--- src/pld_params.svh ---
// Constants for the per-port LED status driver: register map, field
// positions, reset values and timing figures.
// Assumes a 200 MHz core clock and a 32-bit AXI4-Lite register bus.
`ifndef PLD_PARAMS_SVH
`define PLD_PARAMS_SVH

// Clock rate and time units
`define PLD_CLK_HZ          200000000
`define PLD_MS_PER_S        1000
// Register byte offsets (port n adds n times the port stride)
`define PLD_PORT_STRIDE     8'h10
`define PLD_OFF_MODE        8'h00
`define PLD_OFF_BEHAV       8'h04
`define PLD_OFF_EXT         8'h08
`define PLD_OFF_POL         8'h0C
`define PLD_OFF_STATUS      8'h20
// Mode register: one 4-bit field per LED pin
`define PLD_MODE_A_LSB      0
`define PLD_MODE_B_LSB      4
// Behaviour register fields
`define PLD_BEH_COMB_LSB    0
`define PLD_BEH_STR_LSB     2
`define PLD_BEH_RATE_LSB    4
`define PLD_BEH_PULSE_BIT   6
`define PLD_BEH_FDIS_BIT    7
`define PLD_BEH_DIRSEL_BIT  14
// Extended register fields
`define PLD_EXT_RBLINK_BIT  11
`define PLD_EXT_EN_LSB      12
// Polarity register field, one bit per LED pin
`define PLD_POL_LSB         10
// Reset values
`define PLD_RST_MODE        16'h0000
`define PLD_RST_BEHAV       16'h0003
`define PLD_RST_EXT         16'h0800
`define PLD_RST_POL         16'h0000
// Timing figures
`define PLD_RESET_BLINK_MS  1000
`define PLD_BLINK_HALF_2P5  200
`define PLD_BLINK_HALF_5    100
`define PLD_BLINK_HALF_10   50
`define PLD_BLINK_HALF_20   25
`define PLD_STRETCH_0_MS    50
`define PLD_STRETCH_1_MS    100
`define PLD_STRETCH_2_MS    200
`define PLD_STRETCH_3_MS    400
`define PLD_PULSE_HZ        5000
`define PLD_PULSE_DUTY_PCT  20

`endif

--- src/pld_pkg.sv ---
// Types shared by the LED status driver and its bench.
// Assumes the constants header is compiled alongside.
package pld_pkg;

   localparam int PLD_NP = 2;   // ports served by one block

   typedef enum logic [1:0] {
      PLD_SPD_10   = 2'b00,
      PLD_SPD_100  = 2'b01,
      PLD_SPD_1000 = 2'b10
   } pld_speed_t;

   // Per-port link status from the PHY core
   typedef struct packed {
      logic       link_up;
      pld_speed_t speed;
      logic       fiber;
      logic       full_duplex;
      logic       collision;
      logic       tx_act;
      logic       rx_act;
      logic       aneg_fault;
      logic       gig_integrity_fail;
   } pld_stat_t;

   typedef struct packed {
      logic        awvalid;
      logic [7:0]  awaddr;
      logic        wvalid;
      logic [31:0] wdata;
      logic [3:0]  wstrb;
      logic        bready;
      logic        arvalid;
      logic [7:0]  araddr;
      logic        rready;
   } pld_axil_req_t;

   typedef struct packed {
      logic        awready;
      logic        wready;
      logic        bvalid;
      logic [1:0]  bresp;
      logic        arready;
      logic        rvalid;
      logic [31:0] rdata;
      logic [1:0]  rresp;
   } pld_axil_rsp_t;

   // Result of decoding one LED's mode against its port status
   typedef struct packed {
      logic has_prim;
      logic prim;
      logic sec;
      logic no_rblink;
      logic no_pulse;
   } pld_eval_t;

   typedef enum logic [1:0] {
      PLD_STR_IDLE = 2'b00,
      PLD_STR_ON   = 2'b01,
      PLD_STR_OFF  = 2'b10
   } pld_str_state_t;

endpackage : pld_pkg

--- src/pld_led_driver.sv ---
// LED status driver for a group of PHY ports: two direct LED pins per
// port, mode select, combine, blink or pulse-stretch, pulsing, polarity.
// Assumes port status is synchronous to core_clk and an AXI4-Lite master.
//
// Operation
// - Each port drives two direct LED pins, a and b.
// - Per-pin polarity bits 11:10; reset value makes every pin active low.
// - Mode 0: off without link, on with link, blink on activity.
// - Modes 1-3: as mode 0 for gigabit, 100 Mb/s, 10 Mb/s copper.
// - Modes 4-7: speed groups 100/1000, 10/1000, 10/100, fiber 100/1000.
// - Mode 8: on full duplex, blink on half-duplex collisions.
// - Modes 9-11: collision, activity or tx only, fiber activity or rx only.
// - Mode 12: on while autonegotiation fault present.
// - Mode 13 selects serial stream hook, port 0 only.
// - Modes 14/15 force off/on and suppress post-reset blink.
// - Extended enable bit per pin makes effective mode 16 plus field.
// - Modes 16-19: fiber gigabit/100 link, fiber gigabit/100 activity.
// - Mode 20 forces off; mode 21 forces on without pulsing.
// - Mode 22 puts fast link failure on pin a only.
// - Combine on adds activity or collision blinking to primary status, else primary only.
// - Per-pin choice of 50% blink or minimum-time pulse-stretch.
// - Blink rate 2.5, 5, 10 or 20 Hz, equal high and low.
// - Stretch length 50, 100, 200 or 400 ms.
// - Port 0 rate setting governs all pins; other ports ignored.
// - Pulsing drives asserted LEDs at 5 kHz, 20% duty.
// - All LEDs blink one second after reset unless disabled.
// - Fiber disable masks fiber link and activity, except mode 10 tx only and mode 22.
// - Fast link failure is inverse link-up except gigabit copper.
`timescale 1ns/10ps
`include "pld_params.svh"

module pld_led_driver
   import pld_pkg::*;
#(
   parameter int MS_CYCLES    = `PLD_CLK_HZ / `PLD_MS_PER_S,
   parameter int PULSE_CYCLES = `PLD_CLK_HZ / `PLD_PULSE_HZ,
   parameter int PULSE_ON     = PULSE_CYCLES * `PLD_PULSE_DUTY_PCT / 100
)
(
   input  wire logic                core_clk,
   input  wire logic                rst,
   input  wire pld_axil_req_t       axil_req,
   output pld_axil_rsp_t            axil_rsp,
   input  wire pld_stat_t [PLD_NP-1:0] port_stat,
   input  wire logic                serial_led_in,
   output logic [PLD_NP-1:0]        led_out_a,
   output logic [PLD_NP-1:0]        led_out_b,
   output logic [PLD_NP-1:0]        fast_link_fail
);

   localparam int NL = 2 * PLD_NP;

   // Register file, one set per port
   logic [15:0] mode_reg  [PLD_NP];
   logic [15:0] behav_reg [PLD_NP];
   logic [15:0] ext_reg   [PLD_NP];
   logic [15:0] pol_reg   [PLD_NP];

   // Bus side state
   logic        aw_got_reg;
   logic [7:0]  aw_addr_reg;
   logic        w_got_reg;
   logic [31:0] w_data_reg;
   logic [3:0]  w_strb_reg;
   logic        bvalid_reg;
   logic [1:0]  bresp_reg;
   logic        rvalid_reg;
   logic [31:0] rdata_reg;
   logic [1:0]  rresp_reg;

   // Timing state
   logic [17:0] ms_cnt_reg;
   logic        ms_tick;
   logic [7:0]  blink_cnt_reg;
   logic        blink_phase_reg;
   logic [15:0] pulse_cnt_reg;
   logic        pulse_on;
   logic [9:0]  rb_cnt_reg;
   logic        rb_active_reg;
   logic [7:0]  blink_half;
   logic [8:0]  stretch_len;
   logic [NL-1:0] led_on;
   logic [NL-1:0] led_pin_reg;

   // Response struct wired from flops
   assign axil_rsp.awready = ~aw_got_reg & ~bvalid_reg;
   assign axil_rsp.wready  = ~w_got_reg & ~bvalid_reg;
   assign axil_rsp.bvalid  = bvalid_reg;
   assign axil_rsp.bresp   = bresp_reg;
   assign axil_rsp.arready = ~rvalid_reg;
   assign axil_rsp.rvalid  = rvalid_reg;
   assign axil_rsp.rdata   = rdata_reg;
   assign axil_rsp.rresp   = rresp_reg;

   // Address decode: hit flag and register slot, no port index
   function automatic logic [2:0] pld_dec(logic [7:0] a);
      logic [2:0] r;
      r = 3'h0;
      if (a[7:5] == 3'h0 && a[1:0] == 2'h0)
      begin
         r = {1'b1, a[3:2]};
      end
      return r;
   endfunction : pld_dec

   // Write address and data, taken in either order
   always_ff @(posedge core_clk or posedge rst)
   begin
      if (rst)
      begin
         aw_got_reg  <= 1'b0;
         aw_addr_reg <= 8'h00;
         w_got_reg   <= 1'b0;
         w_data_reg  <= 32'h0000_0000;
         w_strb_reg  <= 4'h0;
      end
      else
      begin
         if (axil_req.awvalid && axil_rsp.awready)
         begin
            aw_got_reg  <= 1'b1;
            aw_addr_reg <= axil_req.awaddr;
         end
         else if (aw_got_reg && w_got_reg)
         begin
            aw_got_reg <= 1'b0;
         end
         if (axil_req.wvalid && axil_rsp.wready)
         begin
            w_got_reg  <= 1'b1;
            w_data_reg <= axil_req.wdata;
            w_strb_reg <= axil_req.wstrb;
         end
         else if (aw_got_reg && w_got_reg)
         begin
            w_got_reg <= 1'b0;
         end
      end
   end

   // Register writes and write response
   always_ff @(posedge core_clk or posedge rst)
   begin
      if (rst)
      begin
         bvalid_reg <= 1'b0;
         bresp_reg  <= 2'b00;
         for (int p = 0; p < PLD_NP; p++)
         begin
            mode_reg[p]  <= `PLD_RST_MODE;
            behav_reg[p] <= `PLD_RST_BEHAV;
            ext_reg[p]   <= `PLD_RST_EXT;
            pol_reg[p]   <= `PLD_RST_POL;
         end
      end
      else
      begin
         if (aw_got_reg && w_got_reg)
         begin
            bvalid_reg <= 1'b1;
            bresp_reg  <= 2'b10;
            for (int p = 0; p < PLD_NP; p++)
            begin
               if (aw_addr_reg[7:4] == 4'(p) && aw_addr_reg[1:0] == 2'b00)
               begin
                  bresp_reg <= 2'b00;
                  for (int b = 0; b < 2; b++)
                  begin
                     if (w_strb_reg[b])
                     begin
                        case (aw_addr_reg[3:2])
                           2'h0: mode_reg[p][8*b +: 8]  <= w_data_reg[8*b +: 8];
                           2'h1: behav_reg[p][8*b +: 8] <= w_data_reg[8*b +: 8];
                           2'h2: ext_reg[p][8*b +: 8]   <= w_data_reg[8*b +: 8];
                           default: pol_reg[p][8*b +: 8] <= w_data_reg[8*b +: 8];
                        endcase
                     end
                  end
               end
            end
            if (aw_addr_reg == `PLD_OFF_STATUS)
            begin
               bresp_reg <= 2'b00;   // Status is read-only, write ignored
            end
         end
         else if (bvalid_reg && axil_req.bready)
         begin
            bvalid_reg <= 1'b0;
         end
      end
   end

   // Read channel, answer one cycle after the address is taken
   always_ff @(posedge core_clk or posedge rst)
   begin
      if (rst)
      begin
         rvalid_reg <= 1'b0;
         rdata_reg  <= 32'h0000_0000;
         rresp_reg  <= 2'b00;
      end
      else if (axil_req.arvalid && !rvalid_reg)
      begin
         rvalid_reg <= 1'b1;
         rdata_reg  <= 32'h0000_0000;
         rresp_reg  <= 2'b10;
         for (int p = 0; p < PLD_NP; p++)
         begin
            if (axil_req.araddr[7:4] == 4'(p) && axil_req.araddr[1:0] == 2'b00)
            begin
               rresp_reg <= 2'b00;
               case (axil_req.araddr[3:2])
                  2'h0: rdata_reg <= {16'h0000, mode_reg[p]};
                  2'h1: rdata_reg <= {16'h0000, behav_reg[p]};
                  2'h2: rdata_reg <= {16'h0000, ext_reg[p]};
                  default: rdata_reg <= {16'h0000, pol_reg[p]};
               endcase
            end
         end
         if (axil_req.araddr == `PLD_OFF_STATUS)
         begin
            rresp_reg <= 2'b00;
            rdata_reg <= {15'h0000, rb_active_reg, 8'h00, 4'h0, led_on};
         end
      end
      else if (rvalid_reg && axil_req.rready)
      begin
         rvalid_reg <= 1'b0;
      end
   end

   // Millisecond tick from the core clock
   always_ff @(posedge core_clk or posedge rst)
   begin
      if (rst)
      begin
         ms_cnt_reg <= 18'h00000;
      end
      else if (ms_tick)
      begin
         ms_cnt_reg <= 18'h00000;
      end
      else
      begin
         ms_cnt_reg <= ms_cnt_reg + 18'h00001;
      end
   end
   assign ms_tick = (ms_cnt_reg == 18'(MS_CYCLES - 1));

   // Port 0 rate code picks blink half period and stretch length
   always_comb
   begin
      case (behav_reg[0][`PLD_BEH_RATE_LSB +: 2])
         2'h0:
         begin
            blink_half  = 8'(`PLD_BLINK_HALF_2P5);
            stretch_len = 9'(`PLD_STRETCH_0_MS);
         end
         2'h1:
         begin
            blink_half  = 8'(`PLD_BLINK_HALF_5);
            stretch_len = 9'(`PLD_STRETCH_1_MS);
         end
         2'h2:
         begin
            blink_half  = 8'(`PLD_BLINK_HALF_10);
            stretch_len = 9'(`PLD_STRETCH_2_MS);
         end
         default:
         begin
            blink_half  = 8'(`PLD_BLINK_HALF_20);
            stretch_len = 9'(`PLD_STRETCH_3_MS);
         end
      endcase
   end

   // Global blink phase, equal high and low halves
   always_ff @(posedge core_clk or posedge rst)
   begin
      if (rst)
      begin
         blink_cnt_reg   <= 8'h00;
         blink_phase_reg <= 1'b0;
      end
      else if (ms_tick)
      begin
         if (blink_cnt_reg >= blink_half - 8'h01)
         begin
            blink_cnt_reg   <= 8'h00;
            blink_phase_reg <= ~blink_phase_reg;
         end
         else
         begin
            blink_cnt_reg <= blink_cnt_reg + 8'h01;
         end
      end
   end

   // 5 kHz pulsing waveform, 20% high
   always_ff @(posedge core_clk or posedge rst)
   begin
      if (rst)
      begin
         pulse_cnt_reg <= 16'h0000;
      end
      else if (pulse_cnt_reg == 16'(PULSE_CYCLES - 1))
      begin
         pulse_cnt_reg <= 16'h0000;
      end
      else
      begin
         pulse_cnt_reg <= pulse_cnt_reg + 16'h0001;
      end
   end
   assign pulse_on = (pulse_cnt_reg < 16'(PULSE_ON));

   // One-second blink window after reset release
   always_ff @(posedge core_clk or posedge rst)
   begin
      if (rst)
      begin
         rb_cnt_reg    <= 10'h000;
         rb_active_reg <= 1'b1;
      end
      else if (rb_active_reg && ms_tick)
      begin
         if (rb_cnt_reg == 10'(`PLD_RESET_BLINK_MS - 1))
         begin
            rb_active_reg <= 1'b0;
         end
         rb_cnt_reg <= rb_cnt_reg + 10'h001;
      end
   end

   // Fast link failure per port
   always_ff @(posedge core_clk or posedge rst)
   begin
      if (rst)
      begin
         fast_link_fail <= '1;
      end
      else
      begin
         for (int p = 0; p < PLD_NP; p++)
         begin
            if (port_stat[p].speed == PLD_SPD_1000 && !port_stat[p].fiber)
            begin
               fast_link_fail[p] <= port_stat[p].gig_integrity_fail;
            end
            else
            begin
               fast_link_fail[p] <= ~port_stat[p].link_up;
            end
         end
      end
   end

   // Mode decode for one LED against its port status
   function automatic pld_eval_t pld_eval(logic [4:0] m, pld_stat_t s, logic fdis,
                                          logic dsel, logic p0, logic pin_a,
                                          logic ser, logic fll);
      pld_eval_t e;
      logic fib;
      logic lnk;
      logic act;
      logic g;
      logic f;
      logic t;
      e   = '0;
      fib = s.fiber & ~fdis;
      lnk = s.link_up & ~(s.fiber & fdis);
      act = (s.tx_act | s.rx_act) & ~(s.fiber & fdis);
      g   = s.speed == PLD_SPD_1000;
      f   = s.speed == PLD_SPD_100;
      t   = s.speed == PLD_SPD_10 && !s.fiber;
      e.has_prim = 1'b1;
      case (m)
         5'd0:  e.prim = lnk;
         5'd1:  e.prim = lnk & g;
         5'd2:  e.prim = lnk & f;
         5'd3:  e.prim = lnk & t;
         5'd4:  e.prim = lnk & (f | g);
         5'd5:  e.prim = lnk & (t | g);
         5'd6:  e.prim = lnk & (t | f);
         5'd7:  e.prim = lnk & fib & (f | g);
         5'd8:  e.prim = lnk & s.full_duplex;
         5'd12: e.prim = s.aneg_fault;
         5'd13: e.prim = p0 & ser;
         5'd14: e.prim = 1'b0;
         5'd15: e.prim = 1'b1;
         5'd16: e.prim = lnk & fib & g;
         5'd17: e.prim = lnk & fib & f;
         5'd21: e.prim = 1'b1;
         5'd22: e.prim = pin_a & fll;
         default: e.prim = 1'b0;
      endcase
      case (m)
         5'd0, 5'd1, 5'd2, 5'd3, 5'd4, 5'd5, 5'd6, 5'd7: e.sec = e.prim & act;
         5'd8:  e.sec = lnk & ~s.full_duplex & s.collision;
         5'd9:  e.sec = s.collision;
         5'd10: e.sec = dsel ? s.tx_act : act;
         5'd11: e.sec = fib & (dsel ? s.rx_act : act);
         5'd18: e.sec = fib & g & act;
         5'd19: e.sec = fib & f & act;
         default: e.sec = 1'b0;
      endcase
      if (m == 5'd9 || m == 5'd10 || m == 5'd11 || m == 5'd18 || m == 5'd19)
      begin
         e.has_prim = 1'b0;
      end
      e.no_rblink = (m == 5'd14) || (m == 5'd15);
      e.no_pulse  = (m == 5'd21);
      return e;
   endfunction : pld_eval

   // Per-LED pipeline: decode, blink or stretch, combine, pulse, polarity
   for (genvar i = 0; i < NL; i++)
   begin : g_led
      localparam int P   = i / 2;
      localparam int PIN = i % 2;
      pld_str_state_t str_state_reg;
      logic [8:0]     str_cnt_reg;
      pld_eval_t      ev;
      logic [4:0]     eff_mode;
      logic           ind;
      logic           lit;

      assign eff_mode = {ext_reg[P][`PLD_EXT_EN_LSB + PIN],
                         mode_reg[P][4*PIN +: 4]};
      assign ev = pld_eval(eff_mode, port_stat[P], behav_reg[P][`PLD_BEH_FDIS_BIT],
                           behav_reg[P][`PLD_BEH_DIRSEL_BIT], P == 0, PIN == 0,
                           serial_led_in, fast_link_fail[P]);

      // Pulse-stretch: hold indication on, then off, each for the length
      always_ff @(posedge core_clk or posedge rst)
      begin
         if (rst)
         begin
            str_state_reg <= PLD_STR_IDLE;
            str_cnt_reg   <= 9'h000;
         end
         else
         begin
            case (str_state_reg)
               PLD_STR_IDLE:
               begin
                  str_cnt_reg <= 9'h000;
                  if (ev.sec)
                  begin
                     str_state_reg <= PLD_STR_ON;
                  end
               end
               PLD_STR_ON, PLD_STR_OFF:
               begin
                  if (ms_tick)
                  begin
                     str_cnt_reg <= str_cnt_reg + 9'h001;
                  end
                  if (ms_tick && str_cnt_reg >= stretch_len - 9'h001)
                  begin
                     str_cnt_reg <= 9'h000;
                     if (str_state_reg == PLD_STR_ON)
                     begin
                        str_state_reg <= PLD_STR_OFF;
                     end
                     else
                     begin
                        str_state_reg <= ev.sec ? PLD_STR_ON : PLD_STR_IDLE;
                     end
                  end
               end
               default:
               begin
                  str_state_reg <= PLD_STR_IDLE;
               end
            endcase
         end
      end

      // Indication: 50% blink or stretched pulse, chosen per pin
      assign ind = behav_reg[P][`PLD_BEH_STR_LSB + PIN] ?
                   (str_state_reg == PLD_STR_ON) :
                   (ev.sec & blink_phase_reg);

      // Asserted level before pulsing and polarity
      always_comb
      begin
         if (rb_active_reg && ext_reg[P][`PLD_EXT_RBLINK_BIT] && !ev.no_rblink)
         begin
            lit = blink_phase_reg;
         end
         else if (!ev.has_prim)
         begin
            lit = ind;
         end
         else if (behav_reg[P][`PLD_BEH_COMB_LSB + PIN])
         begin
            lit = ev.prim ^ ind;
         end
         else
         begin
            lit = ev.prim;
         end
      end

      assign led_on[i] = lit;

      // Pulsing, then polarity last; polarity bit 0 means active low
      always_ff @(posedge core_clk or posedge rst)
      begin
         if (rst)
         begin
            led_pin_reg[i] <= 1'b1;
         end
         else
         begin
            led_pin_reg[i] <= ~(lit & (pulse_on | ~behav_reg[P][`PLD_BEH_PULSE_BIT]
                                      | ev.no_pulse))
                              ^ pol_reg[P][`PLD_POL_LSB + PIN];
         end
      end
   end

   // Pin a and pin b of each port
   always_comb
   begin
      for (int p = 0; p < PLD_NP; p++)
      begin
         led_out_a[p] = led_pin_reg[2*p];
         led_out_b[p] = led_pin_reg[2*p + 1];
      end
   end

endmodule : pld_led_driver

--- config.mk ---
export PLATFORM = sky130hd
export DESIGN_NAME = pld_led_driver
export DESIGN_NICKNAME = d
export VERILOG_FILES = /design/src/pld_pkg.sv /design/src/pld_led_driver.sv
export VERILOG_INCLUDE_DIRS = /design/src
export SDC_FILE = /design/constraint.sdc
export NUM_CORES = 1
export LEC_CHECK = 0
export BUFFER_PORTS_ARGS = -buffer_cell sky130_fd_sc_hd__buf_2
export CAP_MARGIN = 40
export CORE_ASPECT_RATIO = 0.75
export CORE_UTILIZATION = 45
export CTS_BUF_LIST = sky130_fd_sc_hd__clkbuf_16
export CTS_CLUSTER_DIAMETER = 30
export DETAILED_ROUTE_END_ITERATION = 12
export GPL_TIMING_DRIVEN = 0
export PLACE_DENSITY = 0.71
export SYNTH_ARGS = -nofsm -noshare
export SYNTH_HDL_FRONTEND = slang
export SYNTH_SLANG_ARGS = --single-unit
--- constraint.sdc ---
create_clock -name core_clk -period 11.8 [get_ports core_clk]
set_clock_uncertainty 0.1 [all_clocks]
set_input_delay 1.77 -clock core_clk [delete_from_list [all_inputs] [get_ports core_clk]]
set_output_delay 1.77 -clock core_clk [all_outputs]
set_load 0.1 [all_outputs]
==> results.md <==
- Status: finished, final reports clean
- Crit-path leading delay family: compound AO/OA/AOI/OAI gates
- Max VDD drop: between 0.00015 and 0.0002 V
- Fin. Hold Viols: 0
- Hold-fix buffers at CTS: 0
- Worst slew pin tran: between 0.8 and 0.9 ns
- Sequential fraction of the synthesis area: around 45%
- Antenna viol nets, final: 0
- Overflow after GRT: 0
- CTS Sinks: 281
- Root Buffer: clkbuf_16
- Maxcap violations: 0
- Post-route clock period utilization: 33.6%
- Final Setup Violations: 0
- Synth cell count leaders: dfrtp_1 (268), mux2_2 (157), nand2_1 (108)
- Clock slew at reported path FFs: 0.05 ns
- CP arrival: approximately 4.3 ns
- Synth Area in Compound Gates: between 10% and 20%
- Fin nets: approximately 1800
- Largest net degree at the start of global routing: about 130
- Gp weighted congestion: slightly above 0.9
- Fmax: approximately 250 MHz
- Adder-cell share of the synthesized area: 5.97%
- H-Tree Depth: 2
- Yosys reg bits: about 280
- Top layer used by detailed routing: met5
- Crit Path Class: input port to flop
- Synth Flop Type: dfrtp_1
- Clock Path Buffers: 3
- Leak: 8.83 nW
- Post-Syn Area: ~16000 µm²
- DR pass1 iterations: 5
- Clock Latency Late Sink: between 0.5 and 0.6 ns
- DIE HEIGHT: 164 µm
- Initial Utilization: 46.2%
- Critical path buffers and inverters: 2
- Final Slew Violations: 0
- Yosys cell types: 91
- I/O Buffers: 88
- Crit end category: flop
- Final setup slack of the worst path: just under 8 ns
- R2R Path Start: behav_reg[20]
- Main combinational cell family by area after synthesis: multiplexers
- Ys async rst share: 100%
- CP Cell Sequence: buf_2 > inv_1 > ha_1 > nor2b_2 > a221o_1 > a2111oi_4 > nand3_2 > mux2_4 > nor3_1 > nand3b_1 > a31oi_1
- DP HPWL: around 29000 µm
- CP max stage delay: 0.46 ns
- Worst Path Required: roughly 12 ns
- Multi-input logic area: roughly 8000 µm²
- Mapped Cells: between 1000 and 1500
- Synth warn: 0
- Number of global-route vias before repair: between 10000 and 15000
- Tot Pwr: roughly 3.3 mW
- DR WL met2: approximately 17000 µm
- Row count: 58
- Power per Cell Area: around 180 nW/µm²
- Share of layout cells above drive strength 1: 25.3%
- Hold Crit Class: flop to flop
- Die ar.: 35700 µm²
- I/O pins: 127
- Wl on met1: approximately 19000 µm
- Crit path from: port_stat[7]
- Num CTS Buffers: 49
- Slowest cell on the critical path: a2111oi_4
- First-pass GRT wire length: ~64000 µm
- Share of the synthesized area in the top cell type: roughly 43%
- Ranking of synthesized cells by area: dfrtp_1 (43%), mux2_2 (11%), ha_1 (6.0%)
- Startpoint types: input port
- Number of fill cells: ~2900
- Total wire length: approximately 40000 µm
- CTS tree: done
- Vias per cell: approximately 5.8
- Die width: 218 µm
- Initial DRC Count: 1108
- Avg WL per Cell: approximately 19 µm
- Post-Synth Simple-Gate Area: 14.8%
- Max reg flops: 36
- Multiplexer share of the synthesized area: about 18%
- Vias: between 10000 and 15000
- Drt drc: 0
- Synth-to-Final Area Change: 17.5%
- Core area: 34000 µm²
- Mapped Avg Cell Area: 10.9 µm²
- Initial antenna violation count: 1
- Post-synth EDFFs: 0
- Hold path startpoint: pol_reg[26]
- Register area: between 7000 and 8000 µm²
- Post_cts resized: 0
- RSZ-0062 raised after global routing: false
- Top-count cell post-synth: dfrtp_1
- Setup Slack @ Placement: ~7.3 ns
- Rel. slew slack: 41.0%
- Met3 wire length: 3370 µm
- CP Max Fanout: 5
- Post-CTS Setup Bufs: 0
- XOR/XNOR Fraction of Synth Area: between 2 and 3%
- GR Util All Layers: 22.7%
- Ant diodes: 0
- Synth area leader: dfrtp_1
- Post-layout min period: a little under 4 ns
[layout make-up]
cell class	instances	area share, %
Buffer	72	1.93
Clock buffer	49	6.64
Clock inverter	41	2.08
Inverter	47	0.997
Multi-Input combinational cell	1063	44.4
Sequential cell	281	38.2
Tap cell	450	3.05
Timing Repair Buffer	91	2.75
[routing by layer]
| metal | vias up | GRT usage [%] |
|---|---|---|
| li1 | 5577 | - |
| met1 | 6053 | 33.7 |
| met2 | 409 | 32.4 |
| met3 | 60 | 6.11 |
| met4 | 2 | 5.99 |
| met5 | - | 0 |
[report_power, final]
group          switching (mW)  total, mW  internal (mW)  leakage, nW
clock network           0.494       1.38          0.888        0.802
registers               0.166       1.25           1.09         3.75
logic                   0.450      0.710          0.260         4.28
[stage by stage]
step / hold WS (ns) / cells / area [µm²] / utilization (%) / TNS, ns
floorplan: 0.318 / 1463 / 15800 / - / 0
global placement: 0.341 / 2001 / 16800 / 49.4 / -232.43
detailed placement: 0.351 / 2004 / 16800 / 49.6 / 0
CTS: 0.359 / 2094 / 18500 / 54.3 / 0
global route: 0.390 / 2094 / 18500 / 54.3 / 0
finish: 0.356 / 2094 / 18500 / 54.3 / 0
[logic make-up (layout without fill, tap and decap cells)]
logic type	count (synthesis)	in the layout
AND/OR/NAND/NOR	447	447
buffers and inverters	119	300
AO/OA/AOI/OAI	255	255
other	1	17
adder cells (fa/ha/maj)	75	75
flip-flops	281	281
multiplexers	219	219
XOR/XNOR	50	50
[worst register-to-register path: cells and delay by family, from the launching register on]
| kind | cells | cell delay [ns] |
|---|---|---|
| compound gates | 5 | 0.92 |
| buf+inv | 2 | 0.23 |
| simple gates | 2 | 0.70 |
| fa+ha+maj | 3 | 1.00 |
| flops | 1 | 0.46 |
[placed cells by master (no fill, tap or decap), drive strengths merged, types with 8 or more instances in the layout]
cell and n:
and3 28, clkinv 18, o211ai 8, mux4 30, dfstp 13, nor4 9, nand3 53, dfrtp 268
a21oi 42, ha 75, a21o 27, xor2 23, conb 17, nor2b 27, or3 9, buf 119
nand2 109, xnor2 27, nor3 23, nand2b 30, nand4 26, mux2 158, o21ai 102, inv 58
or2 9, nor2 84, clkbuf 93, mux2i 31
[path summary, 6_finish.rpt]
path	slack (ns)	end	depth (start not counted)
hold reg to reg	0.36	led_out_a[0]	1
max in group asynchronous	9.49	rvalid_reg	3
setup / recovery	7.84	rdata_reg[1]	11
min in group asynchronous	1.14	ms_cnt_reg[6]	2
setup reg to reg	8.29	g_led[0].str_state_reg[0]	12
hold / removal	0.36	led_out_a[0]	1
No activity file was read; power rests on OpenSTA's default activity.
